`src/hdl/qsg_pkg.sv`:
```
// Constants for the questionable-status register group.
// Assumes one clock domain; imported by the event latch, the status group and the bench, not by the interface.
package qsg_pkg;
  localparam int QSG_W = 16;                        // Register width
  localparam logic [1:0] QSG_SEL_COND = 2'h0;       // Condition query select
  localparam logic [1:0] QSG_SEL_EVENT = 2'h1;      // Event query select
  localparam logic [1:0] QSG_SEL_ENAB = 2'h2;       // Enable mask select
  localparam int QSG_BIT_BACKUP = 7;                // Backup fault position
  localparam int QSG_BIT_HWINFO = 8;                // Hardware-info fault position
  localparam logic [15:0] QSG_USED_MASK = 16'h0180; // Assigned bit positions
  localparam logic [15:0] QSG_ENAB_RESET = 16'h0000; // Mask value after power-on
  localparam logic [15:0] QSG_ZERO = 16'h0000;      // All-clear word
endpackage

```
`src/hdl/qsg_evt_if.sv`:
```
// Carrier between the register front end and the event latch.
// Assumes both ends share one clock.
`timescale 1ns/1ns
`default_nettype none
interface qsg_evt_if;
  logic [15:0] cond; // Live condition word
  logic clr;         // Clear-status pulse
  logic [15:0] evt;  // Latched event word
  modport front (output cond, output clr, input evt);
  modport latch (input cond, input clr, output evt);
endinterface
`default_nettype wire

```
`src/hdl/qsg_event_latch.sv`:
```
// Sticky event bits, one per condition bit.
// Assumes the front end gives only assigned condition bits.
`timescale 1ns/1ns
`default_nettype none
module qsg_event_latch
  import qsg_pkg::*;
(
  input wire logic clock,
  input wire logic rst_n,
  input wire logic ce,
  qsg_evt_if.latch lnk
);
  logic [15:0] evt_reg; // Latched events
  logic [15:0] evt_next; // Next latched events

  // Per-bit set/clear, set beats clear
  genvar gi;
  generate
    for (gi = 0; gi < QSG_W; gi++) begin : g_bit
      always_comb begin
        if (!QSG_USED_MASK[gi]) begin
          evt_next[gi] = 1'b0;
        end else if (lnk.cond[gi]) begin
          evt_next[gi] = 1'b1;
        end else if (lnk.clr) begin
          evt_next[gi] = 1'b0;
        end else begin
          evt_next[gi] = evt_reg[gi];
        end
      end
    end
  endgenerate

  // Register stage, frozen while ce is low
  always_ff @(posedge clock) begin
    if (!rst_n) begin
      evt_reg <= QSG_ZERO;
    end else if (ce) begin
      evt_reg <= evt_next;
    end
  end

  assign lnk.evt = evt_reg;
endmodule
`default_nettype wire

```
`src/hdl/qsg_questionable_status.sv`:
```
// Questionable-status register group: condition, event and enable mask.
// Assumes command strobes and fault levels are synchronous to clock.
`timescale 1ns/1ns
`default_nettype none
module qsg_questionable_status
  import qsg_pkg::*;
(
  input wire logic clock,
  input wire logic rst_n,
  input wire logic ce,
  input wire logic backupFault,
  input wire logic hwInfoFault,
  input wire logic clrStatus,
  input wire logic cmdValid,
  input wire logic cmdWrite,
  input wire logic [1:0] cmdSel,
  input wire logic [15:0] cmdData,
  output logic rspValid,
  output logic [15:0] rspData,
  output logic quesSummary
);
  qsg_evt_if lnk (); // Link to the event latch

  logic [15:0] condWord; // Live condition word
  logic [15:0] enab_reg; // Enable mask as written
  logic [15:0] enab_next; // Next mask
  logic rspValid_reg; // Answer strobe
  logic rspValid_next; // Next answer strobe
  logic [15:0] rspData_reg; // Answer word
  logic [15:0] rspData_next; // Next answer word
  logic summary_reg; // Enabled event summary
  logic summary_next; // Next summary

  // Live fault word, unassigned positions held at zero
  always_comb begin
    condWord = QSG_ZERO;
    condWord[QSG_BIT_BACKUP] = backupFault;
    condWord[QSG_BIT_HWINFO] = hwInfoFault;
  end

  assign lnk.cond = condWord;
  assign lnk.clr = clrStatus;

  // Sticky event bits
  qsg_event_latch u_latch (
    .clock(clock),
    .rst_n(rst_n),
    .ce(ce),
    .lnk(lnk)
  );

  // Command decode and query answer
  always_comb begin
    enab_next = enab_reg;
    rspValid_next = 1'b0;
    rspData_next = rspData_reg;
    if (cmdValid && cmdWrite) begin
      // Only the mask select stores; other writes are dropped
      if (cmdSel == QSG_SEL_ENAB) begin
        enab_next = cmdData;
      end
    end else if (cmdValid) begin
      // Query: answer word and strobe one cycle later
      rspValid_next = 1'b1;
      case (cmdSel)
        QSG_SEL_COND: begin
          rspData_next = condWord;
        end
        QSG_SEL_EVENT: begin
          rspData_next = lnk.evt;
        end
        QSG_SEL_ENAB: begin
          rspData_next = enab_reg & QSG_USED_MASK;
        end
        default: begin
          rspData_next = QSG_ZERO; // Unmapped select reads zero
        end
      endcase
    end
    // Onward summary of enabled, assigned event bits
    summary_next = |(lnk.evt & enab_reg & QSG_USED_MASK);
  end

  // Register stage, frozen while ce is low
  always_ff @(posedge clock) begin
    if (!rst_n) begin
      enab_reg <= QSG_ENAB_RESET;
      rspValid_reg <= 1'b0;
      rspData_reg <= QSG_ZERO;
      summary_reg <= 1'b0;
    end else if (ce) begin
      enab_reg <= enab_next;
      rspValid_reg <= rspValid_next;
      rspData_reg <= rspData_next;
      summary_reg <= summary_next;
    end
  end

  assign rspValid = rspValid_reg;
  assign rspData = rspData_reg;
  assign quesSummary = summary_reg;
endmodule
`default_nettype wire

```
`config.mk`:
```
export PLATFORM = sky130hd
export DESIGN_NAME = qsg_questionable_status
export DESIGN_NICKNAME = d
export VERILOG_FILES = /design/src/hdl/qsg_pkg.sv /design/src/hdl/qsg_evt_if.sv /design/src/hdl/qsg_event_latch.sv /design/src/hdl/qsg_questionable_status.sv
export SDC_FILE = /design/constraint.sdc
export NUM_CORES = 1
export LEC_CHECK = 0
export BUFFER_PORTS_ARGS = -buffer_cell sky130_fd_sc_hd__buf_2
export CORE_AREA = 2 2 40 42
export DETAILED_ROUTE_END_ITERATION = 10
export DIE_AREA = 0 0 42 44
export PLACE_DENSITY_LB_ADDON = 0.25
export SETUP_SLACK_MARGIN = 0.2
export SLEW_MARGIN = 5
export SYNTH_ARGS = -nofsm -noshare
export SYNTH_HDL_FRONTEND = slang
export SYNTH_SLANG_ARGS = --single-unit
export TNS_END_PERCENT = 30
```
`constraint.sdc`:
```
create_clock -name clock -period 1.3 [get_ports clock]
set_clock_uncertainty 0.15 [all_clocks]
set_input_delay 0.26 -clock clock [delete_from_list [all_inputs] [get_ports clock]]
set_output_delay 0.26 -clock clock [all_outputs]
set_load 0.03 [all_outputs]
```
# Word level (Yosys, flattened, before mapping)
# Cells that the tools add are included.
dict set report word_totals {
  regBits 29
  inputBits 26
}
dict set report classes {
  eq_ne 2
  muxes 6
  bitwise 2
  reduce_logical 9
}
# op n
set ops {}
lappend ops {{one-hot mux 9 bit (3 select lines)} 1}
lappend ops {{AND 9 bit} 1}
lappend ops {{AND reduction 3 bit} 2}
lappend ops {{2-to-1 mux 1 bit} 5}
lappend ops {{AND reduction 2 bit} 2}
lappend ops {{nonzero test 2 bit} 2}
lappend ops {{equality test 2 x 1 -> 1 bit (second input constant)} 1}
lappend ops {{equality test 2 bit (second input constant)} 1}
lappend ops {{zero test 2 bit} 1}
lappend ops {{OR reduction 2 bit} 1}
lappend ops {{logical AND 1 bit} 1}
lappend ops {{inverter 1 bit} 1}

# Logic depth before layout (Yosys ltp)
# Gate-level depths: netlist of run 1.
dict set report depth {
  word_depth 3
  ltp_mapped 3
  mapped_depth_nobuf 3
}

# By module
# A second synthesis of run 1 with hierarchy kept.
dict set report unflattened {
  hier_cells 118
  hier_area_um2 1092.3
}
# mod instances cells_each area_per_inst_um2
set by_module_without_submodules {}
lappend by_module_without_submodules {qsg_questionable_status 1 94 909.6}
lappend by_module_without_submodules {qsg_event_latch 1 24 182.7}

# Least setup slack after synthesis of run 1
# No wires, ideal clock.
dict set report synth_path {
  path_kind {reg-to-reg}
  from {reg, netlist name rspValid}
  to {reg rspValid_reg, in the netlist rspValid}
  setup_time_ns 0.115
  arrival_time_ns 0.723
  required_ns 1.035
  setup_slack_ns 0.312
  path_stages_with_launch 3
  n_path_buf 0
  cell_sequence {dfxtp_1 and2b_1 o21a_1}
}
# element line
set synth_rtl {}
lappend synth_rtl {{to (signal assigned)} qsg_questionable_status.sv:93} ;# rspValid_reg <= rspValid_next;
lappend synth_rtl {{to (decl)} qsg_questionable_status.sv:27} ;# logic rspValid_reg;

# Worst setup path in the final report of run 1
dict set report layout_path {
  from {reg summary_reg, in the netlist quesSummary}
  to {out quesSummary}
}
# element line
set layout_rtl {}
lappend layout_rtl {{from (decl)} qsg_questionable_status.sv:31} ;# logic summary_reg;
lappend layout_rtl {{from (signal assigned)} qsg_questionable_status.sv:95} ;# summary_reg <= summary_next;
lappend layout_rtl {{to (decl)} qsg_questionable_status.sv:20} ;# output logic quesSummary
# No word-level cell between the ends.

==> results of run 1 <==
## layout make-up
type	count	area [um2]	area share
clock buffer	3	22.5	0.0407
multi-input combinational	41	238	0.430
sequential	8	165	0.299
tap	16	20.0	0.0362
timing repair buffer	16	108	0.195
## routing by layer
metal  global-route usage  vias up  part of all wire
li1                     -      181                 -
met1                0.117      155              0.48
met2                0.125       18              0.43
met3               0.0667        0             0.089
met4               0.0387        0                 0
met5                    0        -                 0
## cell usage after synthesis
cell type,n,share of area
a21oi_1,2,0.022
a22oi_1,3,0.049
a2bb2oi_1,2,0.038
and2b_1,1,0.016
and3b_2,1,0.022
buf_2,1,0.011
buf_4,14,0.23
conb_1,1,0.0082
dfxtp_1,8,0.35
mux2i_1,4,0.087
nand2_1,6,0.049
nand4_1,1,0.014
nor2b_1,2,0.027
nor2b_2,1,0.019
o211a_1,1,0.022
o21a_1,1,0.016
o21ai_1,2,0.022
## power by group
group          leakage [uW]  total (uW)  switching [uW]  internal, uW
clock             0.0000138         187            81.6           105
sequential        0.0000671         264            7.05           257
combinational      0.000212         138            94.1          44.3
## kinds of logic after synthesis
kind of cell / synth area share
other cells: 0.00817
buf+inv: 0.240
simple gates: 0.147
mux: 0.0872
flops: 0.349
compound gates: 0.169
## worst paths after layout
check	startpoint	endpoint	depth (start not counted)
setup / recovery	quesSummary$_SDFFE_PN0P_	quesSummary	1
hold / removal	cmdData[8]	enab_reg[8]$_SDFFE_PN0P_	3
setup reg to reg	u_latch.lnk.evt[7]$_SDFFE_PN0P_	rspData[7]$_SDFFE_PN0P_	3
hold reg to reg	quesSummary$_SDFFE_PN0P_	quesSummary$_SDFFE_PN0P_	1
## what timing repair did
| item | CTS | global route |
|---|---|---|
| gates cloned | 0 | 0 |
| gates resized for setup | 12 | 0 |
| setup endpoints to repair | 4 | 4 |
| buffers inserted | 1 | 0 |
## stage by stage
| stage | area (um2) | worst slack [ns] |
|---|---|---|
| floorplan | 508 | 0.312 |
| global placement | 493 | 0.152 |
| detailed placement | 493 | 0.161 |
| CTS | 553 | 0.178 |
| global route | 553 | 0.152 |
| finish | 553 | 0.190 |
## cell usage in the layout (no fill, tap or decap)
cell and n:
a21oi_1 2, a22oi_1 3, a2bb2oi_1 2, and2b_1 1
and3b_2 1, buf_2 11, buf_4 1, buf_6 4
clkbuf_4 3, conb_1 14, dfxtp_1 4, dfxtp_2 4
mux2i_1 4, nand2_1 6, nand4_1 1, nor2b_1 2
nor2b_2 1, o211a_1 1, o21a_1 1, o21ai_1 2
==> summary.md, run 1 <==
| Metric | Value |
|---|---|
| Status | `finished clean` |
| Die area | `1850 um2` |
| Fmax | `901 MHz` |
| Final worst path period share | `0.854` |
| Cell Rows | `14` |
| # DRC | `0` |
| Worst-Skew Late Latency | `0.25 ns` |
| Die width | `42 um` |
| Sequential element share of the synthesized area | `0.349` |
| Fillers | `153` |
| Initial antenna violation count | `0` |
| Core ar. | `1420 um2` |
| Initial Util | `0.324` |
| Cell total after placement | `80` |
| Diodes inserted | `0` |
| Drt initial violations | `4` |
| Final ANT Viol Nets | `0` |
| Port Buffers | `15` |
| Hold WC Path Type | `input pin to flip-flop` |
| Crit path time final | `1.11 ns` |
| Reg2reg setup slack | `0.34 ns` |
| Max-Cap Viols | `0` |
| Root Driver | `clkbuf_4` |
| TritonCTS sink count | `8` |
| Count of state elements after synthesis | `8` |
| Crit-path cells | `buf_6` |
| DR WL/cell | `9.23 um` |
| Buf/Inv on CP | `1` |
| Warnings from Yosys | `0` |
| Hold Buf Count CTS | `0` |
| Slowest cell on crit path | `dfxtp_2` |
| Grt ovf | `0` |
| Critical Path AT | `0.70 ns` |
| VDD IR max | `0.465 mV` |
| Num CTS Buffers | `3` |
| Core Util, Final | `0.390` |
| Clock transition at path regs | `0.05 ns` |
| CP max FO | `2` |
| Post-Route WL | `775 um` |
| Layout cell share with drive strength beyond 1 | `0.368` |
| First-pass GRT wire length | `1230 um` |
| Final setup vio count | `0` |
| Setup_tns | `0 ns` |
| Pwr Density | `1070 nW/um2` |
| Fin cells | `84` |
| CTS tree | `built` |
| Pleak | `0.000293 uW` |
| Area growth syn-to-layout | `20.4%` |
| RSZ-0062 raised after global routing | `true` |
| Max stage delay on crit path | `0.33 ns` |
| Via count | `354` |
| Number of global-route vias before repair | `299` |
| Total power | `590 uW` |
| Top delay family on crit path | `flip-flops` |
| H-tree depth | `1` |
| Pins Over Slew Limit | `0` |
| Ports | `44` |
| Layout net count | `96` |
| Mapped Area | `459 um2` |
| GPL Wtd Cong | `0.732` |
| Tot GR Track Use | `0.0944` |
| Cells after synthesis | `51` |
| Setup CP Type | `flip-flop to output pin` |
| Via density | `4.21` |
| Syn_area_per_cell | `9.00 um2` |
| Largest net degree at the start of global routing | `11` |
| Worst path required time | `0.89 ns` |
| Netlist cell types | `17` |
| Max Root-Sink Buffers | `2` |
| Crit. End Element | `output pin` |
| DR pass1 iterations | `5` |
| Die Height | `44 um` |
| Hold Violations, Final | `0` |
| Worst hold slack | `0.105 ns` |
| Crit path launch type | `flip-flop` |
Power figures use the tool's default switching activity.
==> inputs of run 2 (changes only) <==
--- a/config.mk
+++ b/config.mk
@@ -10,6 +10,7 @@
 export DETAILED_ROUTE_END_ITERATION = 10
 export DIE_AREA = 0 0 42 44
 export PLACE_DENSITY_LB_ADDON = 0.25
+export RECOVER_POWER = 25
 export SETUP_SLACK_MARGIN = 0.2
 export SLEW_MARGIN = 5
 export SYNTH_ARGS = -nofsm -noshare
==> run 2 against run 1 <==
Net effect:
- combinational power about the same
- clock power about the same
- worst hold slack unchanged
- critical path type unchanged
- clock-buffer cell count unchanged
- cell area decreased by 0.23%
- non-clock buffer count unchanged
==> summary.md, run 2 (same netlist as run 1, synthesis figures left out) <==
| Metric | Value |
|---|---|
| Max stage delay on crit path | `0.34 ns (about the same)` |
| Grt ovf | `0 (unchanged)` |
| Crit. End Element | `output pin` |
| Reg2reg setup slack | `0.34 ns (about the same)` |
| TritonCTS sink count | `8 (unchanged)` |
| Critical Path AT | `0.72 ns (+0.02 ns)` |
| Initial Util | `0.324 (unchanged)` |
| Hold Violations, Final | `0 (unchanged)` |
| Ports | `44 (unchanged)` |
| GPL Wtd Cong | `0.732 (unchanged)` |
| Crit path time final | `1.13 ns (+0.0161 ns)` |
| Drt initial violations | `4 (unchanged)` |
| Worst hold endpoint | `enab_reg[8]$_SDFFE_PN0P_` |
| Crit path launch type | `flip-flop` |
| Comb power frac | `0.235 (about the same)` |
| First-pass GRT wire length | `1230 um (unchanged)` |
| R2R cell count | `3 (unchanged)` |
| Final setup vio count | `0 (unchanged)` |
| # DRC | `0 (unchanged)` |
| Seq pwr share | `0.448 (about the same)` |
| VDD IR max | `0.465 mV (about the same)` |
| Pre-CTS setup slack | `0.161 ns (unchanged)` |
| R2R Path End | `rspData[7]$_SDFFE_PN0P_` |
| Clk network pwr share | `0.317 (about the same)` |
| Diodes inserted | `0 (unchanged)` |
| Post-Route WL | `775 um (unchanged)` |
| CTS tree | `built` |
| Worst path required time | `0.89 ns (about the same)` |
| Die width | `42 um (unchanged)` |
| Setup_tns | `0 ns (unchanged)` |
| Core Util, Final | `0.389 (-0.000882)` |
| Fillers | `154 (+0.65%)` |
| Num CTS Buffers | `3 (unchanged)` |
| Setup CP Type | `flip-flop to output pin` |
| Area growth syn-to-layout | `20.2%` |
| Pins Over Slew Limit | `0 (unchanged)` |
| Final ANT Viol Nets | `0 (unchanged)` |
| Buf/Inv on CP | `1 (unchanged)` |
| Post-route setup slack | `0.174 ns (-0.0161 ns)` |
| Root Driver | `clkbuf_4` |
| CP max FO | `2 (unchanged)` |
| Status | `finished clean` |
| Via count | `354 (unchanged)` |
| Final worst path period share | `0.866 (+0.0123)` |
| Commonest non-fill, non-tap cell in the layout | `conb_1` |
| Layout cell share with drive strength beyond 1 | `0.353 (-0.0147)` |
| DR pass1 iterations | `5 (unchanged)` |
| Clock transition at path regs | `0.05 ns (about the same)` |
| Hold Buf Count CTS | `0 (unchanged)` |
| Critical R2R Launch | `u_latch.lnk.evt[7]$_SDFFE_PN0P_` |
| Slowest cell on crit path | `dfxtp_1` |
| Die Height | `44 um (unchanged)` |
| Int Pwr | `407 uW (about the same)` |
| Max-Cap Viols | `0 (unchanged)` |
| Top delay family on crit path | `flip-flops` |
| Cell depth of the worst setup path | `1 (unchanged)` |
| Most frequent cells in the layout | `conb_1 (14), buf_2 (11), nand2_1 (6)` |
| Hold WC Path Type | `input pin to flip-flop` |
| Pwr Density | `1070 nW/um2 (+0.19%)` |
| Max Root-Sink Buffers | `2 (unchanged)` |
| Crit-path cells | `buf_6` |
| Fmax | `888 MHz (-1.4%)` |
| Min-delay src | `cmdData[8]` |
| Cell Rows | `14 (unchanged)` |
| Die area | `1850 um2 (unchanged)` |
| Worst-Skew Late Latency | `0.25 ns (about the same)` |
| Tot GR Track Use | `0.0944 (unchanged)` |
| Pleak | `0.000293 uW (-0.15%)` |
| Largest net degree at the start of global routing | `11 (unchanged)` |
| Port Buffers | `15 (unchanged)` |
| DR WL/cell | `9.23 um (unchanged)` |
| Initial antenna violation count | `0 (unchanged)` |
| Core ar. | `1420 um2 (unchanged)` |
| Via density | `4.21 (unchanged)` |
| Layout net count | `96 (unchanged)` |
| H-tree depth | `1 (unchanged)` |
| RSZ-0062 raised after global routing | `true` |
| Sw Ratio | `0.310 (about the same)` |
| Switching Power | `183 uW (unchanged)` |
| Worst Hold Depth | `3 (unchanged)` |
| Number of global-route vias before repair | `299 (unchanged)` |
==> run 2: cell count changes in the layout (fill, tap and decap cells not counted) <==
cell,previous run,this run
dfxtp_2,4,3
dfxtp_1,4,5
==> run 2: cell type report <==
cell class | count | area [um2] | area share
multi-input combinational | 41 | 238 | 0.431
sequential | 8 | 164 | 0.297
timing repair buffer | 16 | 108 | 0.195
clock buffer | 3 | 22.5 | 0.0408
tap | 16 | 20.0 | 0.0363
==> run 2: how the worst max path moves through the flow <==
| stage | startpoint | endpoint | slack [ns] |
|---|---|---|---|
| 2_1_floorplan | rspValid$_SDFFE_PN0P_ | rspValid$_SDFFE_PN0P_ | 0.31 |
| 4_1_cts | rspData[8]$_SDFFE_PN0P_ | rspData[8] | 0.18 |
| 3_3_place_gp | cmdSel[0] | enab_reg[8]$_SDFFE_PN0P_ | 0.15 |
| 3_5_place_dp | cmdSel[0] | enab_reg[8]$_SDFFE_PN0P_ | 0.16 |
| 6_report | rspValid$_SDFFE_PN0P_ | rspValid | 0.17 |
| 5_1_grt | rspValid$_SDFFE_PN0P_ | rspValid | 0.14 |
==> run 2: power by group through the flow <==
stage	Combinational (uW)	Sequential [uW]	Clock (uW)
6_report	138	264	187
5_1_grt	148	265	207
3_3_place_gp	128	267	0
3_5_place_dp	129	267	0
4_1_cts	138	264	192
2_1_floorplan	119	278	0
==> run 2: what timing repair did <==
| action | in CTS | in global routing |
|---|---|---|
| hold endpoints to repair | 0 | 0 |
| buffers inserted | 1 | 0 |
| setup endpoints to repair | 4 | 4 |
| resized for setup | 12 | 0 |
==> run 2: layer usage <==
metal,GRT usage,vias up,routed length [um]
met5,0,-,0
met4,0.0387,0,0
met3,0.0667,0,69
met2,0.125,18,335
met1,0.117,155,370
li1,-,181,-
==> run 2: through the flow <==
stage	total power, uW	hold WS [ns]	area [um2]	std cells
6_report	589	0.105	552	84
3_5_place_dp	396	0.312	493	80
2_1_floorplan	396	0.249	508	64
4_1_cts	594	0.107	553	84
5_1_grt	620	0.117	552	84
3_3_place_gp	395	0.309	493	80
==> inputs of run 3 (changes only) <==
--- a/config.mk
+++ b/config.mk
@@ -11,6 +11,7 @@
 export DIE_AREA = 0 0 42 44
 export PLACE_DENSITY_LB_ADDON = 0.25
 export RECOVER_POWER = 25
+export REMOVE_ABC_BUFFERS = 1
 export SETUP_SLACK_MARGIN = 0.2
 export SLEW_MARGIN = 5
 export SYNTH_ARGS = -nofsm -noshare
==> run 3 against run 2 <==
Net effect:
- sequential share of layout area up 0.71 points
- final cell count is 1.2% lower
- utilization is 0.62 points lower
- register-to-register slack got worse by 0.03 ns
- sequential power hardly changed
- total power grew 0.74%
- non-clock buffer count fell by 1
- worst setup slack better by 0.0037 ns
- die area unchanged
- clock power grew 4%
- critical path type unchanged
- highest routed layer unchanged
==> summary.md, run 3 (same netlist as run 1, synthesis figures left out) <==
| Metric | Value |
|---|---|
| Port Buffers | `15 (unchanged)` |
| Crit path time final | `1.12 ns (-0.00373 ns)` |
| Critical Path AT | `0.71 ns (about the same)` |
| Final setup vio count | `0 (unchanged)` |
| Num CTS Buffers | `3 (unchanged)` |
| CP max FO | `2 (unchanged)` |
| Buf/Inv on CP | `1 (unchanged)` |
| Tot GR Track Use | `0.0951 (+0.000708)` |
| DR pass1 iterations | `3 (-2)` |
| VDD IR max | `0.442 mV (-5.0%)` |
| Final ANT Viol Nets | `0 (unchanged)` |
| Diodes inserted | `0 (unchanged)` |
| Hold WC Path Type | `input pin to flip-flop` |
| Via count | `346 (-2.3%)` |
| First-pass GRT wire length | `1300 um (+5.6%)` |
| Crit. End Element | `output pin` |
| TritonCTS sink count | `8 (unchanged)` |
| Post-route setup slack | `0.177 ns (+0.00373 ns)` |
| Pleak | `0.000287 uW (-2.0%)` |
| Hold Buf Count CTS | `0 (unchanged)` |
| Crit path launch type | `flip-flop` |
| Core ar. | `1420 um2 (unchanged)` |
| Pwr Density | `1090 nW/um2 (+2.4%)` |
| CTS tree | `built` |
| # DRC | `0 (unchanged)` |
| Max Root-Sink Buffers | `2 (unchanged)` |
| Worst-Skew Late Latency | `0.25 ns (about the same)` |
| Area growth syn-to-layout | `18.3%` |
| Worst path required time | `0.89 ns (about the same)` |
| Die Height | `44 um (unchanged)` |
| Drt initial violations | `3 (-1)` |
| RSZ-0062 raised after global routing | `true` |
| Grt ovf | `0 (unchanged)` |
| Cell Rows | `14 (unchanged)` |
| Final worst path period share | `0.864 (-0.00287)` |
| Hpwl dp | `626 um` |
| Layout cell share with drive strength beyond 1 | `0.343 (-0.00966)` |
| Clock transition at path regs | `0.06 ns (about the same)` |
| Top delay family on crit path | `flip-flops` |
| Root Driver | `clkbuf_4` |
| Status | `finished clean` |
| H-tree depth | `1 (unchanged)` |
| Commonest non-fill, non-tap cell in the layout | `conb_1` |
| Ports | `44 (unchanged)` |
| Die width | `42 um (unchanged)` |
| Fmax | `891 MHz (+0.33%)` |
| Max-Cap Viols | `0 (unchanged)` |
| Initial antenna violation count | `0 (unchanged)` |
| Number of global-route vias before repair | `316 (+5.7%)` |
| GPL Wtd Cong | `0.729 (-0.38%)` |
| Most frequent cells in the layout | `conb_1 (14), buf_2 (11), nand2_1 (6)` |
| Max stage delay on crit path | `0.33 ns (about the same)` |
| Post-Route WL | `806 um (+4.0%)` |
| Largest net degree at the start of global routing | `11 (unchanged)` |
| Via density | `4.17 (-1.1%)` |
| Slowest cell on crit path | `dfxtp_2` |
| Die area | `1850 um2 (unchanged)` |
| Hold Violations, Final | `0 (unchanged)` |
| Setup_tns | `0 ns (unchanged)` |
| Layout net count | `95 (-1.0%)` |
| Initial Util | `0.324 (unchanged)` |
| Setup CP Type | `flip-flop to output pin` |
| Pre-CTS setup slack | `0.155 ns (-0.00611 ns)` |
| Crit-path cells | `buf_6` |
| DR WL/cell | `9.71 um (+5.3%)` |
| Pins Over Slew Limit | `0 (unchanged)` |
-- run 3: path summary, 6_finish.rpt --
check | endpoint | slack, ns | depth (start not counted) | from
min reg2reg | enab_reg[8]$_SDFFE_PN0P_ | 0.33 | 2 | enab_reg[8]$_SDFFE_PN0P_
min | enab_reg[8]$_SDFFE_PN0P_ | 0.09 | 3 | cmdData[8]
max reg2reg | rspData[7]$_SDFFE_PN0P_ | 0.31 | 3 | u_latch.lnk.evt[7]$_SDFFE_PN0P_
max | quesSummary | 0.18 | 1 | quesSummary$_SDFFE_PN0P_
-- run 3: layout make-up --
class / instances / area, um2
Fill cell: 151 / 876
Multi-Input combinational cell: 41 / 235
Sequential cell: 8 / 165
Timing Repair Buffer: 15 / 100
Clock buffer: 3 / 22.5
Tap cell: 16 / 20.0
-- run 3: through the flow --
stage | area [um2] | hold WS [ns] | utilization | total power, uW | std cells
4_1_cts | 546 | 0.0860 | 0.384 | 604 | 83
3_3_place_gp | 493 | 0.311 | 0.347 | 396 | 80
5_1_grt | 543 | 0.102 | 0.383 | 629 | 83
6_report | 543 | 0.0939 | 0.383 | 594 | 83
2_1_floorplan | 398 | 0.227 | - | 360 | 49
3_5_place_dp | 493 | 0.321 | 0.347 | 397 | 80
-- run 3: layer usage --
layer / up-vias / routed length, um / track usage
li1: 181 / - / -
met2: 15 / 385 / 0.144
met1: 150 / 371 / 0.114
met3: 0 / 50 / 0.0250
met4: 0 / 0 / 0.0774
met5: - / 0 / 0
-- run 3: timing repair --
action / in CTS / in global routing
cloned: 0 / 0
setup buffers: 0 / 0
gates resized for setup: 12 / 0
endpoints found under the setup margin: 4 / 4
-- run 3: report_power, final --
group          internal, uW  switching [uW]
clock                   106            87.7
combinational          42.1            93.3
sequential              257            7.69
